**config.mk**
```make
export PLATFORM = sky130hd
export DESIGN_NAME = lbs_sequencer
export DESIGN_NICKNAME = d
export VERILOG_FILES = /design/src/design/lbs_pkg.sv /design/src/design/lbs_slot_tick.sv /design/src/design/lbs_sequencer.sv
export SDC_FILE = /design/constraint.sdc
export NUM_CORES = 1
export LEC_CHECK = 0
export BUFFER_PORTS_ARGS = -buffer_cell sky130_fd_sc_hd__buf_4
export CAP_MARGIN = 20
export CORE_MARGIN = 5
export CORE_UTILIZATION = 23
export DETAILED_ROUTE_END_ITERATION = 8
export REMOVE_ABC_BUFFERS = 1
export SLEW_MARGIN = 20
export SYNTH_ARGS = -nofsm -noshare
export SYNTH_HDL_FRONTEND = slang
export SYNTH_SLANG_ARGS = --single-unit
```
**constraint.sdc**
```tcl
create_clock -name CLK_I -period 10 [get_ports CLK_I]
set_clock_uncertainty 0.1 [all_clocks]
set_input_delay 2 -clock CLK_I [delete_from_list [all_inputs] [get_ports CLK_I]]
set_output_delay 2 -clock CLK_I [all_outputs]
set_load 0.01 [all_outputs]
```
**src/design/lbs_pkg.sv**
```systemverilog
// Constants and types shared by the LED blink and dimming sequencer
package lbs_pkg;

	// ------------------------------------------------------------
	// Register offsets
	// ------------------------------------------------------------
	localparam logic [7:0] OFF_FIRST_CTRL = 8'h47;
	localparam logic [7:0] OFF_PHASE1 = 8'h48;
	localparam logic [7:0] OFF_PHASE2 = 8'h49;
	localparam logic [7:0] OFF_PHASE3 = 8'h4A;
	localparam logic [7:0] OFF_PHASE4 = 8'h4B;
	localparam logic [7:0] OFF_PAUSE = 8'h4C;
	localparam logic [7:0] OFF_DUTY = 8'h4D;
	localparam logic [7:0] OFF_ON_TIME = 8'h4E;
	localparam logic [7:0] OFF_SECOND_CTRL = 8'h4F;
	localparam int REG_COUNT = 9;

	// ------------------------------------------------------------
	// Field masks and reset value
	// ------------------------------------------------------------
	localparam logic [7:0] MASK_LEN = 8'h7F;
	localparam logic [7:0] MASK_CODE5 = 8'h1F;
	localparam logic [7:0] MASK_CTRL = 8'h2F;
	localparam logic [7:0] REG_RESET = 8'h00;
	localparam int RAMP_BIT = 5;

	// ------------------------------------------------------------
	// Timing
	// ------------------------------------------------------------
	localparam int CLK_PERIOD_NS = 10;
	localparam int DIM_PERIOD_NS = 8000000;
	localparam int STEP_NS = 64000000;
	localparam int DIM_SLOTS = 32;
	localparam int SLOT_CYCLES = DIM_PERIOD_NS / (DIM_SLOTS * CLK_PERIOD_NS);
	localparam int PERIODS_PER_STEP = STEP_NS / DIM_PERIOD_NS;
	localparam logic [4:0] LAST_SLOT = 5'h1F;
	localparam logic [2:0] LAST_PERIOD = 3'(PERIODS_PER_STEP - 1);

	// ------------------------------------------------------------
	// Types
	// ------------------------------------------------------------
	typedef enum logic [2:0] {
		PH_FIRST = 3'b000,
		PH_SECOND = 3'b001,
		PH_THIRD = 3'b010,
		PH_FOURTH = 3'b011,
		PH_PAUSE = 3'b100
	} lbs_phase_t;

	typedef struct packed {
		logic wr;
		logic [7:0] addr;
		logic [7:0] wdata;
	} lbs_req_t;

endpackage

```
**src/design/lbs_slot_tick.sv**
```systemverilog
// Divider giving one enable pulse per dimming slot
`timescale 1ns/1ns
module lbs_slot_tick #(
	parameter int CYCLES = 25000
) (
	// Clock and reset
	input wire logic CLK_I,
	input wire logic RST_N_I,
	// Slot enable
	output logic tick_o
);
	logic [15:0] cnt;

	// Free-running count; pulse on the last cycle of every slot
	always_ff @(posedge CLK_I) begin
		if (!RST_N_I) begin
			cnt <= 16'h0000;
			tick_o <= 1'b0;
		end else if (cnt == 16'(CYCLES - 1)) begin
			cnt <= 16'h0000;
			tick_o <= 1'b1;
		end else begin
			cnt <= cnt + 16'h0001;
			tick_o <= 1'b0;
		end
	end

endmodule

```
**src/design/lbs_sequencer.sv**
```systemverilog
// LED blink and dimming sequencer with its control registers
//
// What this block does
// - First phase lasts its 7-bit code times 64 ms, 0 to 127 steps.
// - Second phase lasts its 7-bit code times 64 ms.
// - Third phase lasts its 7-bit code times 64 ms.
// - Fourth phase lasts its 7-bit code times 64 ms.
// - Pause phase lasts its 7-bit code times 64 ms.
// - Dimming wave has 8 ms period, high (duty+1)/32 of it.
// - Duty zero gives 250 us high, 7.75 ms low.
// - Duty all ones keeps the dimming wave high whenever the LED is lit.
// - Reserved bits ignore writes and read zero.
// - All registers clear to zero on reset.
// - Second driver current code sits in bits 3 to 0, resets zero.
// - First driver current code sits in bits 3 to 0 of its control register.
`timescale 1ns/1ns
module lbs_sequencer #(
	parameter int SLOT_CYCLES = lbs_pkg::SLOT_CYCLES
) (
	// Clock and reset
	input wire logic CLK_I,
	input wire logic RST_N_I,
	// Register access from the serial control logic
	input wire lbs_pkg::lbs_req_t REG_REQ_I,
	output logic [7:0] REG_RDATA_O,
	// Driver controls
	output logic DIM_WAVE_O,
	output logic [3:0] FIRST_SINK_LEVEL_O,
	output logic [3:0] SECOND_SINK_LEVEL_O,
	output logic SECOND_RAMP_EN_O,
	output logic [2:0] PHASE_O
);

	// ------------------------------------------------------------
	// Register helpers
	// ------------------------------------------------------------
	// Writable bits of each offset; everything else is reserved
	function automatic logic [7:0] wmask(input logic [7:0] addr);
		unique case (addr)
			lbs_pkg::OFF_FIRST_CTRL, lbs_pkg::OFF_SECOND_CTRL: wmask = lbs_pkg::MASK_CTRL;
			lbs_pkg::OFF_DUTY, lbs_pkg::OFF_ON_TIME: wmask = lbs_pkg::MASK_CODE5;
			lbs_pkg::OFF_PHASE1, lbs_pkg::OFF_PHASE2, lbs_pkg::OFF_PHASE3,
			lbs_pkg::OFF_PHASE4, lbs_pkg::OFF_PAUSE: wmask = lbs_pkg::MASK_LEN;
			default: wmask = 8'h00;
		endcase
	endfunction

	function automatic logic [3:0] index(input logic [7:0] addr);
		index = 4'(addr - lbs_pkg::OFF_FIRST_CTRL);
	endfunction

	logic [7:0] regs [lbs_pkg::REG_COUNT];

	// ------------------------------------------------------------
	// Register file
	// ------------------------------------------------------------
	// Masked writes keep reserved bits at zero at all times
	always_ff @(posedge CLK_I) begin
		if (!RST_N_I) begin
			for (int i = 0; i < lbs_pkg::REG_COUNT; i++) begin
				regs[i] <= lbs_pkg::REG_RESET;
			end
		end else if (REG_REQ_I.wr && wmask(REG_REQ_I.addr) != 8'h00) begin
			regs[index(REG_REQ_I.addr)] <= REG_REQ_I.wdata & wmask(REG_REQ_I.addr);
		end
	end

	// Read data registered one cycle after the address; unmapped reads zero
	always_ff @(posedge CLK_I) begin
		if (!RST_N_I) begin
			REG_RDATA_O <= 8'h00;
		end else if (wmask(REG_REQ_I.addr) != 8'h00) begin
			REG_RDATA_O <= regs[index(REG_REQ_I.addr)];
		end else begin
			REG_RDATA_O <= 8'h00;
		end
	end

	logic [6:0] len [5];
	logic [4:0] duty_code;
	logic [4:0] on_code;
	assign len[0] = regs[1][6:0];
	assign len[1] = regs[2][6:0];
	assign len[2] = regs[3][6:0];
	assign len[3] = regs[4][6:0];
	assign len[4] = regs[5][6:0];
	assign duty_code = regs[6][4:0];
	assign on_code = regs[7][4:0];

	// ------------------------------------------------------------
	// Time base: 32 slots make 8 ms, 8 periods make 64 ms
	// ------------------------------------------------------------
	logic slot_tick;
	logic [4:0] slot;
	logic [2:0] period;
	logic step_tick;

	lbs_slot_tick #(.CYCLES(SLOT_CYCLES)) lbs_slot_tick_i (
		.CLK_I(CLK_I),
		.RST_N_I(RST_N_I),
		.tick_o(slot_tick)
	);

	assign step_tick = slot_tick && slot == lbs_pkg::LAST_SLOT && period == lbs_pkg::LAST_PERIOD;

	// Slot and period counters, counted rather than taken from a clock
	always_ff @(posedge CLK_I) begin
		if (!RST_N_I) begin
			slot <= 5'h00;
			period <= 3'h0;
		end else if (slot_tick) begin
			slot <= slot + 5'h01;
			if (slot == lbs_pkg::LAST_SLOT) begin
				period <= period + 3'h1;
			end
		end
	end

	// ------------------------------------------------------------
	// Phase sequencer
	// ------------------------------------------------------------
	lbs_pkg::lbs_phase_t phase;
	lbs_pkg::lbs_phase_t next_phase;
	logic [6:0] step;
	logic all_zero;
	logic [6:0] cur_len;

	assign all_zero = (len[0] | len[1] | len[2] | len[3] | len[4]) == 7'h00;
	assign cur_len = len[phase];

	always_comb begin
		unique case (phase)
			lbs_pkg::PH_FIRST: next_phase = lbs_pkg::PH_SECOND;
			lbs_pkg::PH_SECOND: next_phase = lbs_pkg::PH_THIRD;
			lbs_pkg::PH_THIRD: next_phase = lbs_pkg::PH_FOURTH;
			lbs_pkg::PH_FOURTH: next_phase = lbs_pkg::PH_PAUSE;
			lbs_pkg::PH_PAUSE: next_phase = lbs_pkg::PH_FIRST;
			default: next_phase = lbs_pkg::PH_FIRST;
		endcase
	end

	// A zero-length phase is skipped in one clock so it takes no 64 ms step;
	// a length cut below the steps already run ends the phase at once instead of wrapping
	always_ff @(posedge CLK_I) begin
		if (!RST_N_I || all_zero) begin
			phase <= lbs_pkg::PH_FIRST;
			step <= 7'h00;
		end else if (cur_len == 7'h00 || step >= cur_len) begin
			phase <= next_phase;
			step <= 7'h00;
		end else if (step_tick) begin
			if (step == cur_len - 7'h01) begin
				phase <= next_phase;
				step <= 7'h00;
			end else begin
				step <= step + 7'h01;
			end
		end
	end

	// ------------------------------------------------------------
	// Dimming wave and driver outputs
	// ------------------------------------------------------------
	logic next_lit;
	logic next_wave;
	logic [3:0] target_b;

	// First and third phases light the LED for the on interval; no program means steady
	assign next_lit = all_zero || ((phase == lbs_pkg::PH_FIRST || phase == lbs_pkg::PH_THIRD)
		&& step < {2'b00, on_code});
	assign next_wave = next_lit && slot <= duty_code;
	assign target_b = regs[8][3:0];

	always_ff @(posedge CLK_I) begin
		if (!RST_N_I) begin
			DIM_WAVE_O <= 1'b0;
			FIRST_SINK_LEVEL_O <= 4'h0;
			SECOND_RAMP_EN_O <= 1'b0;
			PHASE_O <= 3'h0;
		end else begin
			DIM_WAVE_O <= next_wave;
			FIRST_SINK_LEVEL_O <= regs[0][3:0];
			SECOND_RAMP_EN_O <= regs[8][lbs_pkg::RAMP_BIT];
			PHASE_O <= phase;
		end
	end

	// With ramp on, the level moves one code per 8 ms period toward the setting
	always_ff @(posedge CLK_I) begin
		if (!RST_N_I) begin
			SECOND_SINK_LEVEL_O <= 4'h0;
		end else if (!regs[8][lbs_pkg::RAMP_BIT]) begin
			SECOND_SINK_LEVEL_O <= target_b;
		end else if (slot_tick && slot == lbs_pkg::LAST_SLOT) begin
			if (SECOND_SINK_LEVEL_O < target_b) begin
				SECOND_SINK_LEVEL_O <= SECOND_SINK_LEVEL_O + 4'h1;
			end else if (SECOND_SINK_LEVEL_O > target_b) begin
				SECOND_SINK_LEVEL_O <= SECOND_SINK_LEVEL_O - 4'h1;
			end
		end
	end

	// ------------------------------------------------------------
	// Checks
	// ------------------------------------------------------------
	chk_full_duty_high: assert property (@(posedge CLK_I) disable iff (!RST_N_I)
		(next_lit && duty_code == 5'h1F) |=> DIM_WAVE_O)
		else $error("full duty did not hold the wave high");

	chk_min_duty_low: assert property (@(posedge CLK_I) disable iff (!RST_N_I)
		(duty_code == 5'h00 && slot != 5'h00) |=> !DIM_WAVE_O)
		else $error("minimum duty wave high outside first slot");

	chk_duty_edge: assert property (@(posedge CLK_I) disable iff (!RST_N_I)
		(next_lit && slot == duty_code + 5'h01 && duty_code != 5'h1F) |=> !DIM_WAVE_O)
		else $error("wave high beyond its duty slots");

	chk_reserved_read: assert property (@(posedge CLK_I) disable iff (!RST_N_I)
		!REG_RDATA_O[7] && (REG_RDATA_O & ~wmask($past(REG_REQ_I.addr))) == 8'h00)
		else $error("reserved bit read as one");

	chk_reset_clear: assert property (@(posedge CLK_I)
		!RST_N_I |=> regs[6] == 8'h00 && regs[8] == 8'h00 && regs[1] == 8'h00)
		else $error("register not cleared by reset");

	chk_step_bound: assert property (@(posedge CLK_I) disable iff (!RST_N_I)
		(cur_len != 7'h00 && $stable(cur_len)) |-> step < cur_len)
		else $error("phase ran past its length");

	chk_phase_order: assert property (@(posedge CLK_I) disable iff (!RST_N_I)
		($past(phase) == lbs_pkg::PH_FOURTH && phase != lbs_pkg::PH_FOURTH && !$past(all_zero))
		|-> phase == lbs_pkg::PH_PAUSE)
		else $error("fourth phase not followed by pause");

	chk_first_level: assert property (@(posedge CLK_I) disable iff (!RST_N_I)
		##1 FIRST_SINK_LEVEL_O == $past(regs[0][3:0]))
		else $error("first driver level does not follow its code");

	chk_ramp_gradual: assert property (@(posedge CLK_I) disable iff (!RST_N_I)
		(regs[8][lbs_pkg::RAMP_BIT] && $past(regs[8][lbs_pkg::RAMP_BIT]) && !$past(slot_tick))
		|-> $stable(SECOND_SINK_LEVEL_O))
		else $error("ramped level moved outside a period boundary");

endmodule

```
==> flow_summary.toml <==
[worst_setup_path]
cp.required_ns = 9.99
crit_fanout = 33
rr_endpoint = "step[4]"
startpoint_type = "input port"
reg2reg_slack_ns = 6.33
r2r-start = "phase[0]"
critical_path_class = "in2reg"
reg2reg_depth = 14
arrival_ns = 4.78
setup.worst_path.end_class = "flop"

[clocking]
post_cts_resized = 0
clk_path_buf_depth = 2
cts_setup_buffers = 0
cts.clk_slew.worst_paths_ns = 0.07
cts-root-buf = "clkbuf_16"
cts_tree = "yes"
htree_levels = 4
clk_latency_ns = 0.43
cts_hold_buf = 0
cts_inserted_buffers = 17
clock_sinks = 167

[drt]
drt_iter0_drc = 402
wire_per_inst_um = 15.63
dr.pass1.iters = 5
ant_nets = 0
drt-total-wl_um = 19100
drc = 0
routed_via_density = 4.444
vias = 5430

[grt]
grt_overflow = 0
grt_pass1_vias = 5389
grt_max_degree = 36
grt.total_usage = 0.09567
grt_pass1_wl_um = 30680
grt_antenna_before_repair = 0

[die]
core_area_mm2 = 0.03626
start_util = 0.2313
rows = 70
die_height_um = 200.9
pin_count = 40
die_area_mm2 = 0.04038
die_x_um = 200.9

[timing]
rsz0062_at_grt = "false"
maxSlewHeadroom = 0.2722
tightest_slew_ns = 1.084
fin_crit_sh = 0.4787
setup_viol = 0
report.final.slew_viol_count = 0
setup_tns_ns = 0
period_minus_slack_ns = 4.787
hold_violations = 0
max_freq_mhz = 208.9

[synth]
syn_area_mm2 = 0.008386
postSynthAreaPerCell_um2 = 11.89
synthArstFlopShare = 0
synth.yosys.seq_area_share = 0.5324
netlist_instances = 705
synth_edf_count = 112
synth_cell_type_count = 66
synth-seq-cells = 167
synth_warnings = 0
ys.flop_type = "edfxtp_1"

[worst_hold_path]
hold_end = "lbs_slot_tick_i.cnt[0]"
hold_path_depth = 1
hp-start = "lbs_slot_tick_i.cnt[0]"
hp-class = "reg2reg"

[power_and_ir_drop]
powerDensity_mw_per_mm2 = 159.0
p_leak_uw = 0.003478
ir_worst_vdd_mv = 0.1166

[place]
hpwl_um = 13950
numPortBuffers = 37
dpl_cell_area_mm2 = 0.009135
gp_congestion = 0.7924

[finish]
antenna_cells = 0
layout_common_cells = "edfxtp_1, nor2_1, dfxtp_1"
drive_above_1_share = 0.1711
nFillCells = 3758
nets = 796
mostFrequentLayoutCell = "edfxtp_1"
synthToLayoutAreaGrowth_pct = 16.05
fin_area_mm2 = 0.009732

[status]
status = "finished clean"

[flow_run]
maxCapViolations = 0
flip-flops by register name, summed over array words and instances, names as in the netlist:
signal / count
DIM_WAVE_O: 1
FIRST_SINK_LEVEL_O: 4
PHASE_O: 3
REG_RDATA_O: 7
SECOND_RAMP_EN_O: 1
SECOND_SINK_LEVEL_O: 4
lbs_slot_tick_i.cnt: 16
lbs_slot_tick_i.tick_o: 1
period: 3
phase: 3
regs: 112
slot: 5
step: 7
how the worst max path moves through the flow:
| stage | startpoint | to | slack [ns] |
|---|---|---|---|
| floorplan | REG_REQ_I[9] | REG_RDATA_O[0] | 5.51 |
| global placement | REG_REQ_I[8] | regs[7][4] | 4.83 |
| detailed placement | REG_REQ_I[8] | regs[6][4] | 4.81 |
| CTS | REG_REQ_I[8] | regs[6][2] | 5.25 |
| global route | REG_REQ_I[8] | regs[7][1] | 4.94 |
| finish | REG_REQ_I[8] | regs[6][1] | 5.21 |
logic make-up (layout without fill, tap and decap cells):
group,Yosys count,count (layout),share of synthesized area
other,1,8,0.0004472
adder cells (fa/ha/maj),36,36,0.05461
flip-flops,167,167,0.5324
buffers and inverters,66,108,0.03551
AO/OA/AOI/OAI,86,86,0.07461
AND/OR/NAND/NOR,266,266,0.1565
multiplexers,47,47,0.1083
XOR/XNOR,36,36,0.03760
report_power, final:
group / internal [uW] / switching (uW) / total [uW]
sequential: 751 / 17.5 / 769
clock: 338 / 318 / 656
combinational: 57.4 / 64.9 / 122
total: 1150 / 400 / 1550
routing by layer:
layer  global-route usage  routed length (um)  up-vias  share of wire
met5                    0                   0        -              0
met4              0.03147                 382        0          0.020
met3              0.02472                 883       27          0.046
met2               0.1458                8842      116           0.46
met1               0.1330                8986     2662           0.47
li1                     -                   -     2625              -
through the flow:
stage | cells | setup WS [ns] | util | total power, uW | hold slack, ns
2_1_floorplan | 682 | 5.510 | - | 860.3 | 0.3176
4_1_cts | 1222 | 5.255 | 0.2683 | 1561 | 0.3541
3_5_place_dp | 1190 | 4.810 | 0.2519 | 906.9 | 0.3431
5_1_grt | 1222 | 4.938 | 0.2684 | 1608 | 0.3906
3_3_place_gp | 1190 | 4.831 | 0.2519 | 905.8 | 0.3313
6_report | 1222 | 5.213 | 0.2684 | 1547 | 0.3471
final cells by class:
cell class | count | area [um2] | area share
inverters | 36 | 135.1 | 0.01389
flip-flops and latches | 167 | 4464 | 0.4587
clock buffers | 17 | 425.4 | 0.04371
clock inverters | 15 | 167.7 | 0.01723
repair buffers | 40 | 300.3 | 0.03086
well taps | 468 | 585.6 | 0.06017
multi-input cells | 479 | 3654 | 0.3754
worst max-delay path, cell delays in order:
cell and delay, ns:
buf_4 0.44, ha_1 0.38, o41ai_1 0.13, a21oi_1 0.32, and2_1 0.43, nand3b_1 0.21
nor2_1 0.24, nand2_1 0.26, nand2_1 0.35
Yosys cell counts, drive strengths merged (16+ instances only):
master / count / area [um2]
inv: 36 / 135.1
ha: 35 / 437.9
nor2: 99 / 381.6
xnor2: 18 / 157.7
o21ai: 17 / 85.08
xor2: 18 / 157.7
a21oi: 23 / 130.1
edfxtp: 112 / 3363
clkbuf: 16 / 60.06
dfxtp: 55 / 1101
nand3: 22 / 115.1
nand2: 47 / 176.4
and2: 24 / 150.1
mux4: 35 / 788.3
Note: power is estimated with default switching activity, not from simulation.
